--- config.mk ---
export PLATFORM = sky130hd
export DESIGN_NAME = pll_mode_regs
export DESIGN_NICKNAME = d
export VERILOG_FILES = /design/src/hw/slope_limiter.v /design/src/hw/pll_mode_regs.v
export VERILOG_INCLUDE_DIRS = /design/src /design/src/include
export SDC_FILE = /design/constraint.sdc
export NUM_CORES = 1
export LEC_CHECK = 0
export ABC_CLOCK_PERIOD_IN_PS = 3600
export BUFFER_PORTS_ARGS = -buffer_cell sky130_fd_sc_hd__buf_4
export CAP_MARGIN = 25
export CELL_PAD_IN_SITES_DETAIL_PLACEMENT = 0
export CELL_PAD_IN_SITES_GLOBAL_PLACEMENT = 1
export CORE_ASPECT_RATIO = 0.5
export CORE_MARGIN = 1
export CORE_UTILIZATION = 30
export DETAILED_ROUTE_END_ITERATION = 10
export PLACE_DENSITY = 0.65
export SYNTH_ARGS = -nofsm -noshare
export SYNTH_HDL_FRONTEND = slang
export SYNTH_SLANG_ARGS = --single-unit
--- constraint.sdc ---
create_clock -name hclk -period 3.6 [get_ports hclk]
set_clock_uncertainty 0.15 [all_clocks]
set_input_delay 0.36 -clock hclk [delete_from_list [all_inputs] [get_ports hclk]]
set_output_delay 0.36 -clock hclk [all_outputs]
set_load 0.01 [all_outputs]
--- src/include/pll_regs_map.vh ---
// Register map, field positions, reset values and timing constants of the
// PLL mode control and status register bank. Definitions only.
`ifndef PLL_REGS_MAP_VH
`define PLL_REGS_MAP_VH

// Printed register indices (not all multiples of four: byte address = 4 * index)
`define IDX_REF_MODE_CTRL 8'h00
`define IDX_LOOP_STATUS 8'h01
`define IDX_CARRIER_CTRL 8'h04
`define IDX_IRQ_STATUS 8'h08
`define IDX_IRQ_ENABLE 8'h09
`define IDX_IRQ_CLEAR 8'h0A
`define ADDR_LSB 2
`define IDX_W 8

// reference_mode_control fields
`define BIT_REF_SEL 7
`define MODE_HI 4
`define MODE_LO 3
`define BIT_FILTER 2
`define BIT_REALIGN 0
`define REF_MODE_RST 8'h10
`define REF_MODE_WMASK 8'h9D

// loop_condition_status fields
`define BIT_LOCK 5
`define BIT_HOLDOVER 4
`define BIT_FREQUENCY_LIMIT_FLAG 2

// carrier_output_control fields
`define BIT_HIGH_RATE 7
`define BIT_CARRIER_RATE 6
`define CARRIER_RST 8'h00
`define CARRIER_WMASK 8'hC0

// Operating modes
`define MODE_NORMAL 2'h0
`define MODE_HOLDOVER 2'h1
`define MODE_FREERUN 2'h2

// Interrupt events: 0 lock change, 1 holdover entry, 2 frequency limit, 3 realign done
`define IRQ_W 4
`define IRQ_LOCK 0
`define IRQ_HOLD 1
`define IRQ_FREQUENCY_LIMIT_FLAG 2
`define IRQ_ALIGN 3

// Clock and realign phase slope (ns of phase per window)
`define CLK_NS 50
`define SLOPE_WIDE_NS 41
`define SLOPE_WIDE_WIN_NS 1326000
`define SLOPE_NARROW_NS 885
`define SLOPE_NARROW_WIN_NS 1000000000
// Phase step of one output-clock nudge, in ns
`define PHASE_STEP_NS 1
// Phase steps issued per realign
`define REALIGN_STEP_COUNT 64
// Longest holdover-entry latency (8 kHz reference), in ns
`define FAIL_DETECT_NS 130000

`endif

--- src/hw/slope_limiter.v ---
// Rate limiter: emits a step pulse at most once per interval while enabled.
// Assumes hclk domain; interval chosen by caller from the filter corner.
`timescale 1ns/1ns
`default_nettype none
module slope_limiter #(
	parameter integer CNT_W = 24
) (
	// Clock and reset
	input wire hclk,
	input wire hresetn,
	// Control
	input wire enable,
	input wire [CNT_W-1:0] interval,
	// Step strobe
	output reg step
);
	reg [CNT_W-1:0] count_q;

	always @(posedge hclk or negedge hresetn) begin
		if (!hresetn) begin
			count_q <= {CNT_W{1'b0}};
			step <= 1'b0;
		end else if (!enable) begin
			count_q <= {CNT_W{1'b0}};
			step <= 1'b0;
		end else if (count_q >= interval - {{(CNT_W-1){1'b0}}, 1'b1}) begin
			count_q <= {CNT_W{1'b0}};
			step <= 1'b1;
		end else begin
			count_q <= count_q + {{(CNT_W-1){1'b0}}, 1'b1};
			step <= 1'b0;
		end
	end
endmodule // slope_limiter
`default_nettype wire

--- src/hw/pll_mode_regs.v ---
// AHB-Lite register bank for mode control and status of a clock PLL.
// Assumes a single AHB-Lite master on hclk; loop indications come from pins.
// Register index = byte address / 4; only bits [7:0] of a word are used.
`timescale 1ns/1ns
`default_nettype none
`include "pll_regs_map.vh"
module pll_mode_regs (
	// AHB-Lite slave
	input wire hclk,
	input wire hresetn,
	input wire hsel,
	input wire [31:0] haddr,
	input wire [1:0] htrans,
	input wire hwrite,
	input wire [2:0] hsize,
	input wire [31:0] hwdata,
	input wire hready,
	output reg [31:0] hrdata,
	output reg hreadyout,
	output reg hresp,
	// Loop indications from the PLL datapath (asynchronous)
	input wire core_locked_in,
	input wire primary_acq_holdover_in,
	input wire secondary_acq_holdover_in,
	input wire primary_ref_fail_in,
	input wire secondary_ref_fail_in,
	input wire freq_limit_in,
	input wire hardware_control_pin,
	// Controls to the PLL datapath
	output reg reference_source_select,
	output reg [1:0] core_mode,
	output reg filter_corner_select,
	output reg realign_to_reference,
	output reg phase_step,
	output reg differential_155m_output_en,
	output reg [1:0] carrier_clock_output_sel,
	// Status and interrupt
	output reg lock_status,
	output reg holdover_status,
	output reg frequency_limit_flag,
	output reg irq
);
	// -------------------------------------------------------------
	// Timing
	// -------------------------------------------------------------
	// Cycles between single-ns phase nudges so the slope stays under the limit
	localparam integer WIDE_STEP_CYC =
		(`SLOPE_WIDE_WIN_NS * `PHASE_STEP_NS + `SLOPE_WIDE_NS * `CLK_NS - 1) /
		(`SLOPE_WIDE_NS * `CLK_NS);
	localparam integer NARROW_STEP_CYC =
		(`SLOPE_NARROW_WIN_NS * `PHASE_STEP_NS + `SLOPE_NARROW_NS * `CLK_NS - 1) /
		(`SLOPE_NARROW_NS * `CLK_NS);
	// Phase error nudged away per realign, in steps
	localparam integer REALIGN_STEPS = `REALIGN_STEP_COUNT;

	// -------------------------------------------------------------
	// Pin synchronisers
	// -------------------------------------------------------------
	// Only the second stage feeds logic, so a metastable first stage stays contained
	reg [6:0] sync1_q;
	reg [6:0] sync2_q;
	always @(posedge hclk or negedge hresetn) begin
		if (!hresetn) begin
			sync1_q <= 7'h00;
			sync2_q <= 7'h00;
		end else begin
			sync1_q <= {hardware_control_pin, freq_limit_in, secondary_ref_fail_in,
				primary_ref_fail_in, secondary_acq_holdover_in,
				primary_acq_holdover_in, core_locked_in};
			sync2_q <= sync1_q;
		end
	end
	wire locked_s = sync2_q[0];
	wire pri_hold_s = sync2_q[1];
	wire sec_hold_s = sync2_q[2];
	wire pri_fail_s = sync2_q[3];
	wire sec_fail_s = sync2_q[4];
	wire frequency_limit_flag_s = sync2_q[5];
	wire hw_ctrl_s = sync2_q[6];

	// -------------------------------------------------------------
	// AHB-Lite address phase capture
	// -------------------------------------------------------------
	reg wr_pend_q;
	reg rd_pend_q;
	reg [`IDX_W-1:0] idx_q;
	// hsize is not decoded: every register is one aligned word
	wire take = hsel & hready & htrans[1];
	always @(posedge hclk or negedge hresetn) begin
		if (!hresetn) begin
			wr_pend_q <= 1'b0;
			rd_pend_q <= 1'b0;
			idx_q <= {`IDX_W{1'b0}};
		end else begin
			wr_pend_q <= take & hwrite;
			rd_pend_q <= take & ~hwrite;
			if (take)
				idx_q <= haddr[`ADDR_LSB+`IDX_W-1:`ADDR_LSB];
		end
	end

	// -------------------------------------------------------------
	// Control registers
	// -------------------------------------------------------------
	reg [7:0] ref_mode_q;
	reg [7:0] carrier_q;
	reg [`IRQ_W-1:0] irq_en_q;
	wire wr_ref = wr_pend_q & (idx_q == `IDX_REF_MODE_CTRL);
	wire wr_car = wr_pend_q & (idx_q == `IDX_CARRIER_CTRL);
	wire wr_ien = wr_pend_q & (idx_q == `IDX_IRQ_ENABLE);
	wire wr_clr = wr_pend_q & (idx_q == `IDX_IRQ_CLEAR);
	// Reserved bits are masked as they are written, so they always read zero
	always @(posedge hclk or negedge hresetn) begin
		if (!hresetn) begin
			ref_mode_q <= `REF_MODE_RST;
		end else if (wr_ref) begin
			ref_mode_q <= hwdata[7:0] & `REF_MODE_WMASK;
		end
	end
	always @(posedge hclk or negedge hresetn) begin
		if (!hresetn) begin
			carrier_q <= `CARRIER_RST;
		end else if (wr_car) begin
			carrier_q <= hwdata[7:0] & `CARRIER_WMASK;
		end
	end
	always @(posedge hclk or negedge hresetn) begin
		if (!hresetn) begin
			irq_en_q <= {`IRQ_W{1'b0}};
		end else if (wr_ien) begin
			irq_en_q <= hwdata[`IRQ_W-1:0];
		end
	end
	wire sw_ref_sel = ref_mode_q[`BIT_REF_SEL];
	wire [1:0] sw_mode = ref_mode_q[`MODE_HI:`MODE_LO];
	wire sw_filter = ref_mode_q[`BIT_FILTER];
	wire sw_align = ref_mode_q[`BIT_REALIGN];

	// -------------------------------------------------------------
	// Core mode control
	// -------------------------------------------------------------
	// Registers govern only while the hardware-control pin is low, save that sw_filter still sets
	// the step pace of a running realign; otherwise the held values stay in force so the datapath never sees a glitch.
	wire sw_ctrl = ~hw_ctrl_s;
	wire acq_hold = sw_ref_sel ? sec_hold_s : pri_hold_s;
	wire ref_fail = sw_ref_sel ? sec_fail_s : pri_fail_s;
	reg [1:0] mode_d;
	always @* begin
		case (sw_mode)
			`MODE_NORMAL: begin
				// A failed or holding reference drops the loop into holdover at once
				if (acq_hold | ref_fail)
					mode_d = `MODE_HOLDOVER;
				else
					mode_d = `MODE_NORMAL;
			end
			`MODE_HOLDOVER: mode_d = `MODE_HOLDOVER;
			`MODE_FREERUN: mode_d = `MODE_FREERUN;
			default: mode_d = core_mode; // Reserved code keeps current mode
		endcase
	end

	// -------------------------------------------------------------
	// Realignment
	// -------------------------------------------------------------
	reg align_prev_q;
	reg [6:0] steps_left_q;
	wire slope_step;
	wire [23:0] step_interval = sw_filter ? NARROW_STEP_CYC[23:0]
		: WIDE_STEP_CYC[23:0];
	wire align_fall = align_prev_q & ~sw_align;
	// A new fall while a realign runs restarts the step count; the step timer
	// keeps running, so the slope limit still holds across the restart.
	always @(posedge hclk or negedge hresetn) begin
		if (!hresetn) begin
			align_prev_q <= 1'b0;
			steps_left_q <= 7'h00;
		end else begin
			align_prev_q <= sw_align;
			if (align_fall & sw_ctrl)
				steps_left_q <= REALIGN_STEPS[6:0];
			else if (slope_step && steps_left_q != 7'h00)
				steps_left_q <= steps_left_q - 7'h01;
		end
	end

	slope_limiter #(
		.CNT_W(24)
	) u_slope (
		.hclk(hclk),
		.hresetn(hresetn),
		.enable(steps_left_q != 7'h00),
		.interval(step_interval),
		.step(slope_step)
	);

	// -------------------------------------------------------------
	// Datapath controls
	// -------------------------------------------------------------
	// Reset puts the loop in free-run with the 155 MHz outputs driven
	always @(posedge hclk or negedge hresetn) begin
		if (!hresetn) begin
			reference_source_select <= 1'b0;
			core_mode <= `MODE_FREERUN;
			filter_corner_select <= 1'b0;
			differential_155m_output_en <= 1'b1;
			carrier_clock_output_sel <= 2'h0;
		end else if (sw_ctrl) begin
			reference_source_select <= sw_ref_sel;
			core_mode <= mode_d;
			filter_corner_select <= sw_filter;
			differential_155m_output_en <= ~carrier_q[`BIT_HIGH_RATE];
			// {high_rate, rate}: 00 11.184, 01 8.592, 10 44.736, 11 34.368 MHz
			carrier_clock_output_sel <= {carrier_q[`BIT_HIGH_RATE],
				carrier_q[`BIT_CARRIER_RATE]};
		end
	end

	// -------------------------------------------------------------
	// Realign strobes and status
	// -------------------------------------------------------------
	always @(posedge hclk or negedge hresetn) begin
		if (!hresetn) begin
			realign_to_reference <= 1'b0;
			phase_step <= 1'b0;
			lock_status <= 1'b0;
			holdover_status <= 1'b0;
			frequency_limit_flag <= 1'b0;
		end else begin
			realign_to_reference <= steps_left_q != 7'h00;
			phase_step <= slope_step & (steps_left_q != 7'h00);
			// Lock only counts while the loop tracks a reference
			lock_status <= locked_s & (core_mode == `MODE_NORMAL);
			holdover_status <= core_mode == `MODE_HOLDOVER;
			frequency_limit_flag <= frequency_limit_flag_s;
		end
	end

	// -------------------------------------------------------------
	// Interrupts
	// -------------------------------------------------------------
	// The flag follows the raw level, so a short toggle near the limit also
	// raises an event; software is expected to filter such glitches.
	reg lock_prev_q;
	reg hold_prev_q;
	reg frequency_limit_flag_prev_q;
	reg align_busy_prev_q;
	reg [`IRQ_W-1:0] irq_stat_q;
	wire [`IRQ_W-1:0] irq_ev;
	assign irq_ev[`IRQ_LOCK] = lock_status ^ lock_prev_q;
	assign irq_ev[`IRQ_HOLD] = holdover_status & ~hold_prev_q;
	assign irq_ev[`IRQ_FREQUENCY_LIMIT_FLAG] = frequency_limit_flag & ~frequency_limit_flag_prev_q;
	assign irq_ev[`IRQ_ALIGN] = align_busy_prev_q & ~realign_to_reference;
	// Write-one-to-clear; zero bits leave their flag alone
	wire [`IRQ_W-1:0] irq_clr = wr_clr ? hwdata[`IRQ_W-1:0] : {`IRQ_W{1'b0}};
	always @(posedge hclk or negedge hresetn) begin
		if (!hresetn) begin
			lock_prev_q <= 1'b0;
			hold_prev_q <= 1'b0;
			frequency_limit_flag_prev_q <= 1'b0;
			align_busy_prev_q <= 1'b0;
		end else begin
			lock_prev_q <= lock_status;
			hold_prev_q <= holdover_status;
			frequency_limit_flag_prev_q <= frequency_limit_flag;
			align_busy_prev_q <= realign_to_reference;
		end
	end

	// Sticky status; irq is taken from the next status value so that it
	// rises together with the bit instead of a cycle behind it.
	wire [`IRQ_W-1:0] irq_stat_d = (irq_stat_q & ~irq_clr) | irq_ev;
	always @(posedge hclk or negedge hresetn) begin
		if (!hresetn) begin
			irq_stat_q <= {`IRQ_W{1'b0}};
			irq <= 1'b0;
		end else begin
			// New events win over a simultaneous clear
			irq_stat_q <= irq_stat_d;
			irq <= |(irq_stat_d & irq_en_q);
		end
	end

	// -------------------------------------------------------------
	// Read data
	// -------------------------------------------------------------
	reg [7:0] rd_d;
	always @* begin
		rd_d = 8'h00;
		case (idx_q)
			`IDX_REF_MODE_CTRL: rd_d = ref_mode_q;
			`IDX_LOOP_STATUS: begin
				rd_d[`BIT_LOCK] = lock_status;
				rd_d[`BIT_HOLDOVER] = holdover_status;
				rd_d[`BIT_FREQUENCY_LIMIT_FLAG] = frequency_limit_flag;
			end
			`IDX_CARRIER_CTRL: rd_d = carrier_q;
			`IDX_IRQ_STATUS: rd_d[`IRQ_W-1:0] = irq_stat_q;
			`IDX_IRQ_ENABLE: rd_d[`IRQ_W-1:0] = irq_en_q;
			default: rd_d = 8'h00;
		endcase
	end

	// -------------------------------------------------------------
	// Bus response
	// -------------------------------------------------------------
	// A read takes one wait state: the read register loads while the bus is
	// stalled, so hrdata stands at the edge that ends the data phase. Writes
	// need none, as they land at that same edge.
	wire rd_take = take & ~hwrite;
	always @(posedge hclk or negedge hresetn) begin
		if (!hresetn) begin
			hreadyout <= 1'b1;
			hresp <= 1'b0;
		end else begin
			hreadyout <= ~rd_take;
			hresp <= 1'b0;
		end
	end

	// Read data holds until the next read so a slow master still sees it
	always @(posedge hclk or negedge hresetn) begin
		if (!hresetn) begin
			hrdata <= 32'h00000000;
		end else if (rd_pend_q) begin
			hrdata <= {24'h000000, rd_d};
		end
	end
endmodule // pll_mode_regs
`default_nettype wire

==> results of run 1 <==
==> layer usage <==
metal | wire (um) | vias to the layer above
li1 | - | 1352
met5 | 0 | -
met4 | 81 | 0
met3 | 343 | 9
met1 | 4060 | 1323
met2 | 3600 | 69
==> worst paths after layout <==
path,startpoint,endpoint
worst max register to register,u_slope.count_q[17]$_DFF_PN0_,u_slope.count_q[15]$_DFF_PN0_
worst min-delay path,haddr[6],idx_q[4]$_DFFE_PN0P_
worst max-delay path,u_slope.count_q[17]$_DFF_PN0_,u_slope.count_q[15]$_DFF_PN0_
min in group asynchronous,hresetn,steps_left_q[5]$_DFFE_PN0P_
max in group asynchronous,hresetn,core_mode[1]$_DFFE_PN1P_
worst min register to register,sync1_q[6]$_DFF_PN0_,sync2_q[6]$_DFF_PN0_
==> worst max-delay path, delay by kind of cell (launching register included) <==
family                 cells  cell delay [ns]
AO/OA/AOI/OAI              2             0.62
buffers and inverters      1             0.29
flip-flops                 1             0.36
AND/OR/NAND/NOR            2             0.84
==> through the flow <==
step,util,hold slack (ns),area (um2),cells,setup slack (ns)
after floorplan,-,-0.0856,4420,395,1.39
after global placement,0.350,0.181,4820,605,1.19
after detailed placement,0.350,0.186,4820,605,1.17
after CTS,0.380,0.0882,5230,629,1.16
after global routing,0.380,0.0863,5230,629,1.06
final,0.380,0.0970,5230,629,1.22
==> state kept, by name (all words and copies together) (netlist names), 2 cells and up <==
name                      flops
irq_stat_q                    4
carrier_clock_output_sel      2
hrdata                        8
core_mode                     2
sync1_q                       7
ref_mode_q                    5
carrier_q                     2
u_slope.count_q              24
steps_left_q                  7
sync2_q                       7
irq_en_q                      4
idx_q                         8
==> power by group through the flow <==
stage,registers (mW),logic (mW),clock network [mW]
after floorplan,1.32,0.293,0
after global placement,1.36,0.393,0
after detailed placement,1.36,0.398,0
after CTS,1.34,0.405,1.08
after global routing,1.36,0.451,1.12
final,1.34,0.398,1.05
==> Yosys cell counts (all sizes together) (2+ instances only) <==
library cell	number	area share
o211ai	2	0.0035
nand2b	3	0.0044
ha	12	0.035
a211oi	3	0.0052
nand3	11	0.013
o31ai	2	0.0035
nor3b	2	0.0035
dfstp	4	0.024
mux2i	5	0.012
a21oi	5	0.0058
mux2	23	0.060
nand4	6	0.0087
inv	23	0.020
nor2	20	0.017
nor2b	6	0.0087
o21a	4	0.0070
xor2	5	0.010
o311ai	2	0.0041
nor4	3	0.0044
or2	7	0.010
xnor2	10	0.020
dfrtp	94	0.55
o21ai	14	0.016
o2111ai	2	0.0041
o41a	3	0.0079
nand2	11	0.0096
or3	4	0.0070
buf	28	0.049
or4	7	0.013
o22ai	3	0.0044
clkbuf	7	0.0061
nor3	20	0.026
a31oi	2	0.0029
==> logic make-up after synthesis <==
group,share of synthesized area
AO/OA/AOI/OAI,0.0788
XOR/XNOR,0.0305
adder cells (fa/ha/maj),0.0349
buffers and inverters,0.0748
flip-flops,0.571
multiplexers,0.0771
other,0.000872
AND/OR/NAND/NOR,0.132
==> cell type report <==
type,instances,area [um2],share of cell area
clock inverter,5,85.1,0.0163
timing repair buffer,61,478,0.0914
sequential,98,2460,0.470
tap,192,240,0.0459
clock buffer,11,243,0.0464
multi-input combinational,239,1640,0.314
inverter,23,86.3,0.0165
==> what timing repair did <==
action,4_1_cts,5_1_grt
setup buffers,0,0
hold buffers,8,0
endpoints found under the setup margin,0,0
hold endpoints to repair,58,0
gates resized for setup,0,0
==> flow_summary.html, run 1 <==
<table>
<tr><th>Metric</th><th>Value</th></tr>
<tr><th colspan="2">Power</th></tr>
<tr><td>Worst supply voltage drop on vdd</td><td>0.000237 V</td></tr>
<tr><td>Leakage power figure</td><td>2.25 nW</td></tr>
<tr><td>Sequential Power Share</td><td>0.480</td></tr>
<tr><td>Clock network fraction of total power</td><td>0.377</td></tr>
<tr><td>Final Total Pwr</td><td>2.79 mW</td></tr>
<tr><td>Comb pwr share</td><td>0.143</td></tr>
<tr><td>Cell-internal power</td><td>2.06 mW</td></tr>
<tr><td>Switching part of the total</td><td>0.259</td></tr>
<tr><td>Power density normalized to cell area</td><td>532 nW/um2</td></tr>
<tr><td>Net switching power</td><td>0.722 mW</td></tr>
<tr><th colspan="2">Drt</th></tr>
<tr><td>Routed len/inst</td><td>12.9 um</td></tr>
<tr><td>Drt total wl</td><td>8090 um</td></tr>
<tr><td>Antenna Nets Post-Route</td><td>0</td></tr>
<tr><td>Number of vias per cell</td><td>4.38</td></tr>
<tr><td>DR iter-0 viols</td><td>120</td></tr>
<tr><td>Total number of vias</td><td>2,753</td></tr>
<tr><td>DRC violations left</td><td>0</td></tr>
<tr><td>Iteration count of the initial detailed-routing pass</td><td>4</td></tr>
<tr><th colspan="2">Synthesis</th></tr>
<tr><td>Number of synthesized flops with an enable pin</td><td>0</td></tr>
<tr><td>Number of warnings reported in the yosys synthesis log</td><td>0</td></tr>
<tr><td>Number of synthesized register bits</td><td>98</td></tr>
<tr><td>Mean area per synthesized cell</td><td>11.8 um2</td></tr>
<tr><td>Mapped cell area</td><td>4300 um2</td></tr>
<tr><td>Async S/R FF share, synth</td><td>1.00</td></tr>
<tr><td>Proportion of synthesized chip area in sequential cells</td><td>0.571</td></tr>
<tr><td>Post-synth top flop</td><td>sky130_fd_sc_hd__dfrtp_1</td></tr>
<tr><td>Number of distinct library cells after synthesis</td><td>49</td></tr>
<tr><td>Post-Synthesis Cells</td><td>363</td></tr>
<tr><th colspan="2">Clock tree</th></tr>
<tr><td>CTS tree</td><td>done</td></tr>
<tr><td>Cell at the root of the clock tree</td><td>sky130_fd_sc_hd__clkbuf_16</td></tr>
<tr><td>Number of buffers inserted during clock tree synthesis</td><td>9</td></tr>
<tr><td>CTS sink cnt</td><td>98</td></tr>
<tr><td>Htree depth</td><td>3</td></tr>
<tr><td>Buffer levels on the longest clock path</td><td>2</td></tr>
<tr><td>Clock insertion delay at the later pin of the skew report</td><td>0.34 ns</td></tr>
<tr><td>CTS clock-pin slew for the worst setup and hold paths</td><td>0.07 ns</td></tr>
<tr><th colspan="2">Timing</th></tr>
<tr><td>Finish-stage setup viols</td><td>0</td></tr>
<tr><td>Sum of negative setup slack</td><td>0 ns</td></tr>
<tr><td>Unrepaired setup endpoints after global routing</td><td>no</td></tr>
<tr><td>Post-layout minimum cycle time</td><td>2.38 ns</td></tr>
<tr><td>Final period util</td><td>0.660</td></tr>
<tr><td>Peak clock frequency supported by timing</td><td>421 MHz</td></tr>
<tr><td>Number of pins exceeding their max-slew limit in the final report</td><td>0</td></tr>
<tr><td>Hold Vio Cnt, Final</td><td>0</td></tr>
<tr><td>Relative slew margins</td><td>0.387</td></tr>
<tr><td>Transition at the pin with the smallest max-transition slack</td><td>0.917 ns</td></tr>
<tr><th colspan="2">Floorplan</th></tr>
<tr><td>Initial Util</td><td>0.312</td></tr>
<tr><td>Number of core rows</td><td>30</td></tr>
<tr><td>Die area</td><td>14,800 um2</td></tr>
<tr><td>Area of the placeable core</td><td>13,800 um2</td></tr>
<tr><td>Chip height</td><td>86.7 um</td></tr>
<tr><td>I/O pin count</td><td>128</td></tr>
<tr><td>DIE WIDTH</td><td>171 um</td></tr>
<tr><th colspan="2">GRT</th></tr>
<tr><td>Via count of the first global-routing pass</td><td>2,685</td></tr>
<tr><td>Met2 Resource Use GR</td><td>0.184</td></tr>
<tr><td>Initial antenna violation count</td><td>0</td></tr>
<tr><td>Met3 demand-to-capacity share in global routing</td><td>0.0320</td></tr>
<tr><td>Maximum number of pins on one net before global-route repair</td><td>55</td></tr>
<tr><td>Global-route wire length before repair</td><td>13,700 um</td></tr>
<tr><td>GRT busiest layer</td><td>met2</td></tr>
<tr><td>Global routing usage on met1</td><td>0.164</td></tr>
<tr><td>Overall routing resource usage</td><td>0.119</td></tr>
<tr><td>Sum of overflow across all layers after global routing</td><td>0</td></tr>
<tr><th colspan="2">Run status</th></tr>
<tr><td>Run status</td><td>finished, final reports clean</td></tr>
<tr><th colspan="2">Worst setup path</th></tr>
<tr><td>Type of element launching the critical path</td><td>flip-flop</td></tr>
<tr><td>CP max-delay cell</td><td>sky130_fd_sc_hd__or4_1</td></tr>
<tr><td>Crit. End Element</td><td>flip-flop</td></tr>
<tr><td>Max stage delay on crit path</td><td>0.55 ns</td></tr>
<tr><td>Biggest fanout along the worst timing path</td><td>10</td></tr>
<tr><td>Length in cells of the worst reg-to-reg path</td><td>5</td></tr>
<tr><td>Required time at the endpoint of the critical path</td><td>3.67 ns</td></tr>
<tr><td>Cell-by-cell trace of the critical path</td><td>or4_1 &gt; or2_1 &gt; a2111oi_4 &gt; buf_4 &gt; a211oi_1</td></tr>
<tr><td>Data arrival at the endpoint of the critical path</td><td>2.44 ns</td></tr>
<tr><td>Setup slack of the worst register-to-register path</td><td>1.22 ns</td></tr>
<tr><td>Start-to-end type of the worst setup path</td><td>flip-flop to flip-flop</td></tr>
<tr><th colspan="2">Final layout</th></tr>
<tr><td>Layout Nets</td><td>525</td></tr>
<tr><td>Diode insertion count for antenna repair</td><td>0</td></tr>
<tr><td>Final-layout fill cell count</td><td>1,348</td></tr>
<tr><td>Most frequent cells in the layout</td><td>94 x sky130_fd_sc_hd__dfrtp_1, 53 x sky130_fd_sc_hd__buf_4, 33 x sky130_fd_sc_hd__conb_1</td></tr>
<tr><td>Layout cell share with drive strength beyond 1</td><td>0.243</td></tr>
<tr><td>Most frequent standard cell in the layout excluding fill and tap cells</td><td>sky130_fd_sc_hd__dfrtp_1</td></tr>
<tr><td>Layout area overhead</td><td>21.6%</td></tr>
<tr><th colspan="2">Placed design</th></tr>
<tr><td>Post-detail-place hpwl</td><td>5550 um</td></tr>
<tr><td>Total of buffers placed on input and output ports</td><td>49</td></tr>
<tr><td>Final weighted congestion of routability-driven global placement</td><td>0.723</td></tr>
<tr><th colspan="2">Hold path</th></tr>
<tr><td>Worst hold stages</td><td>2</td></tr>
<tr><td>Type of the tightest min-delay check</td><td>primary input to flip-flop</td></tr>
<tr><th colspan="2">Job</th></tr>
<tr><td>Max-Cap Viols</td><td>0</td></tr>
</table>
Power figures use the tool's default switching activity.
==> run 2, diff against run 1 <==
--- a/config.mk
+++ b/config.mk
@@ -6,7 +6,7 @@
 export SDC_FILE = /design/constraint.sdc
 export NUM_CORES = 1
 export LEC_CHECK = 0
-export ABC_CLOCK_PERIOD_IN_PS = 3600
+export ABC_CLOCK_PERIOD_IN_PS = 2200
 export BUFFER_PORTS_ARGS = -buffer_cell sky130_fd_sc_hd__buf_4
 export CAP_MARGIN = 25
 export CELL_PAD_IN_SITES_DETAIL_PLACEMENT = 0
==> constraint.sdc (replaced) <==
create_clock -name hclk -period 2.2 [get_ports hclk]
set_clock_uncertainty 0.15 [all_clocks]
set_input_delay 0.22 -clock hclk [delete_from_list [all_inputs] [get_ports hclk]]
set_output_delay 0.22 -clock hclk [all_outputs]
set_load 0.01 [all_outputs]
==> run 2 against run 1 <==
Sequential power is 62% higher. Clock power is 62% higher. Core utilization is 2.3 points higher. Wire length is 3.6% higher. Flip-flop and latch count stayed put. Hold slack better by 0.10 ns.
==> flow_summary.html, run 2 (same netlist as run 1, synthesis figures left out) <==
<table>
<tr><th>Metric</th><th>Value</th></tr>
<tr><th colspan="2">Run status</th></tr>
<tr><td>Run status</td><td>finished, final reports clean</td></tr>
<tr><th colspan="2">Job</th></tr>
<tr><td>Max-Cap Viols</td><td>0</td></tr>
<tr><th colspan="2">Drt</th></tr>
<tr><td>DR iter-0 viols</td><td>123</td></tr>
<tr><td>Routed len/inst</td><td>12.7 um</td></tr>
<tr><td>DRC violations left</td><td>0</td></tr>
<tr><td>Antenna Nets Post-Route</td><td>0</td></tr>
<tr><td>Number of vias per cell</td><td>4.37</td></tr>
<tr><td>Total number of vias</td><td>2,886</td></tr>
<tr><td>Iteration count of the initial detailed-routing pass</td><td>4</td></tr>
<tr><td>Drt total wl</td><td>8370 um</td></tr>
<tr><th colspan="2">Timing</th></tr>
<tr><td>Post-layout minimum cycle time</td><td>2.13 ns</td></tr>
<tr><td>Number of pins exceeding their max-slew limit in the final report</td><td>0</td></tr>
<tr><td>Final setup slack of the worst path</td><td>0.0669 ns</td></tr>
<tr><td>Transition at the pin with the smallest max-transition slack</td><td>0.507 ns</td></tr>
<tr><td>Relative slew margins</td><td>0.662</td></tr>
<tr><td>Final period util</td><td>0.970</td></tr>
<tr><td>Worst-case hold slack</td><td>0.200 ns</td></tr>
<tr><td>Finish-stage setup viols</td><td>0</td></tr>
<tr><td>Peak clock frequency supported by timing</td><td>469 MHz</td></tr>
<tr><td>Hold Vio Cnt, Final</td><td>0</td></tr>
<tr><td>Unrepaired setup endpoints after global routing</td><td>no</td></tr>
<tr><th colspan="2">Worst setup path</th></tr>
<tr><td>Setup slack of the worst register-to-register path</td><td>0.07 ns</td></tr>
<tr><td>Worst setup path endpoint</td><td>irq$_DFF_PN0_</td></tr>
<tr><td>Biggest fanout along the worst timing path</td><td>7</td></tr>
<tr><td>Critical Path Source</td><td>idx_q[5]$_DFFE_PN0P_</td></tr>
<tr><td>Crit. End Element</td><td>flip-flop</td></tr>
<tr><td>Data arrival at the endpoint of the critical path</td><td>2.19 ns</td></tr>
<tr><td>Startpoint of the most critical register-to-register path</td><td>idx_q[5]$_DFFE_PN0P_</td></tr>
<tr><td>Start-to-end type of the worst setup path</td><td>flip-flop to flip-flop</td></tr>
<tr><td>Type of element launching the critical path</td><td>flip-flop</td></tr>
<tr><td>Required time at the endpoint of the critical path</td><td>2.26 ns</td></tr>
<tr><td>Length in cells of the worst reg-to-reg path</td><td>5</td></tr>
<tr><td>End of the worst register-to-register path</td><td>irq$_DFF_PN0_</td></tr>
<tr><th colspan="2">Power</th></tr>
<tr><td>Worst supply voltage drop on vdd</td><td>0.000399 V</td></tr>
<tr><td>Power density normalized to cell area</td><td>833 nW/um2</td></tr>
<tr><td>Leakage power figure</td><td>2.41 nW</td></tr>
<tr><th colspan="2">GRT</th></tr>
<tr><td>Overall routing resource usage</td><td>0.122</td></tr>
<tr><td>Maximum number of pins on one net before global-route repair</td><td>46</td></tr>
<tr><td>Via count of the first global-routing pass</td><td>2,824</td></tr>
<tr><td>Sum of overflow across all layers after global routing</td><td>0</td></tr>
<tr><td>Initial antenna violation count</td><td>0</td></tr>
<tr><td>Global-route wire length before repair</td><td>13,900 um</td></tr>
<tr><th colspan="2">Clock tree</th></tr>
<tr><td>CTS sink cnt</td><td>98</td></tr>
<tr><td>Number of buffers inserted during clock tree synthesis</td><td>9</td></tr>
<tr><td>Buffer levels on the longest clock path</td><td>2</td></tr>
<tr><td># Post-CTS Setup Buffers</td><td>0</td></tr>
<tr><td>CTS tree</td><td>done</td></tr>
<tr><td>CTS clock-pin slew for the worst setup and hold paths</td><td>0.07 ns</td></tr>
<tr><td>Htree depth</td><td>3</td></tr>
<tr><td>Clock insertion delay at the later pin of the skew report</td><td>0.35 ns</td></tr>
<tr><td>Cell at the root of the clock tree</td><td>sky130_fd_sc_hd__clkbuf_16</td></tr>
<tr><th colspan="2">Placed design</th></tr>
<tr><td>Placed cells</td><td>621</td></tr>
<tr><td>Dpl ws</td><td>-0.0275 ns</td></tr>
<tr><td>Post-detail-place hpwl</td><td>5780 um</td></tr>
<tr><td>Total of buffers placed on input and output ports</td><td>49</td></tr>
<tr><td>Cell area reported after detailed placement</td><td>4960 um2</td></tr>
<tr><td>Final weighted congestion of routability-driven global placement</td><td>0.742</td></tr>
<tr><th colspan="2">Final layout</th></tr>
<tr><td>Most frequent cells in the layout</td><td>94 x sky130_fd_sc_hd__dfrtp_1, 67 x sky130_fd_sc_hd__buf_4, 33 x sky130_fd_sc_hd__conb_1</td></tr>
<tr><td>Regs by FF count</td><td>u_slope.count_q (24), hrdata (8), idx_q (8)</td></tr>
<tr><td>Post-route cell area</td><td>5550 um2</td></tr>
<tr><td>Layout Utilization</td><td>0.403</td></tr>
<tr><td>Layout area overhead</td><td>29.2%</td></tr>
<tr><td>Final-layout fill cell count</td><td>1,355</td></tr>
<tr><td>Most frequent standard cell in the layout excluding fill and tap cells</td><td>sky130_fd_sc_hd__dfrtp_1</td></tr>
<tr><td>Layout cell share with drive strength beyond 1</td><td>0.277</td></tr>
<tr><td>Layout Cells excl Fill</td><td>661</td></tr>
<tr><td>Layout Nets</td><td>557</td></tr>
<tr><td>Diode insertion count for antenna repair</td><td>0</td></tr>
<tr><td>Number of flip-flops in the largest register</td><td>24</td></tr>
<tr><td>Most flops, register</td><td>u_slope.count_q</td></tr>
<tr><th colspan="2">Floorplan</th></tr>
<tr><td>Initial Util</td><td>0.312</td></tr>
<tr><td>I/O pin count</td><td>128</td></tr>
<tr><td>Chip height</td><td>86.7 um</td></tr>
<tr><td>DIE WIDTH</td><td>171 um</td></tr>
<tr><td>Area of the placeable core</td><td>13,800 um2</td></tr>
<tr><td>Number of core rows</td><td>30</td></tr>
<tr><td>Die area</td><td>14,800 um2</td></tr>
<tr><th colspan="2">Hold path</th></tr>
<tr><td>Type of the tightest min-delay check</td><td>flip-flop to flip-flop</td></tr>
<tr><td>Worst hold stages</td><td>0</td></tr>
</table>
-- run 2: cell types whose count changed in the layout (fill, tap and decap cells not counted), sizes merged --
cell,before,now
clkinv,1,2
clkbuf,11,9
buf,53,69
inv,24,26
clkinvlp,1,0
dlygate4sd3,8,24
-- run 2: cell type report --
| class | instances | area [um2] | area share |
|---|---|---|---|
| flip-flops and latches | 98 | 2460 | 0.442 |
| multi-input cells | 239 | 1670 | 0.301 |
| inverters | 23 | 86.3 | 0.0155 |
| well taps | 192 | 240 | 0.0433 |
| clock buffers | 9 | 225 | 0.0405 |
| repair buffers | 93 | 774 | 0.139 |
| clock inverters | 7 | 100 | 0.0180 |
-- run 2: timing repair --
item	4_1_cts	5_1_grt
pin swaps	1	1
endpoints found under the hold margin	57	0
endpoints found under the setup margin	6	17
hold buffers	24	0
resized for setup	3	5
-- run 2: worst min-delay path by stage --
stage	startpoint	endpoint
after floorplan	hresetn	align_busy_prev_q$_DFF_PN0_
after detailed placement	hresetn	phase_step$_DFF_PN0_
after CTS	sync1_q[5]$_DFF_PN0_	sync2_q[5]$_DFF_PN0_
final	sync1_q[5]$_DFF_PN0_	sync2_q[5]$_DFF_PN0_
after global routing	sync1_q[5]$_DFF_PN0_	sync2_q[5]$_DFF_PN0_
after global placement	hresetn	phase_step$_DFF_PN0_
-- run 2: where the power goes --
group,switching (mW),internal [mW]
clock network,0.694,1.01
logic,0.352,0.400
registers,0.167,2.01
total,1.21,3.41
-- run 2: layer usage --
metal	routed length [um]	track usage
met5	0	0
met2	3890	0.200
met3	282	0.0342
met4	89	0.0414
met1	4120	0.157
-- run 2: critical path, cell delays in order (launching register included) --
cell	delay [ns]
sky130_fd_sc_hd__dfrtp_1	0.38
sky130_fd_sc_hd__or4_4	0.54
sky130_fd_sc_hd__buf_6	0.16
sky130_fd_sc_hd__or4_4	0.53
sky130_fd_sc_hd__o211ai_1	0.11
sky130_fd_sc_hd__nand4_1	0.12
-- run 2: metrics by stage --
step / setup TNS, ns / total power [mW]
2_1_floorplan: 0 / 2.64
3_3_place_gp: 0 / 2.90
3_5_place_dp: -0.0542 / 2.92
4_1_cts: 0 / 4.69
5_1_grt: 0 / 4.88
6_report: 0 / 4.63
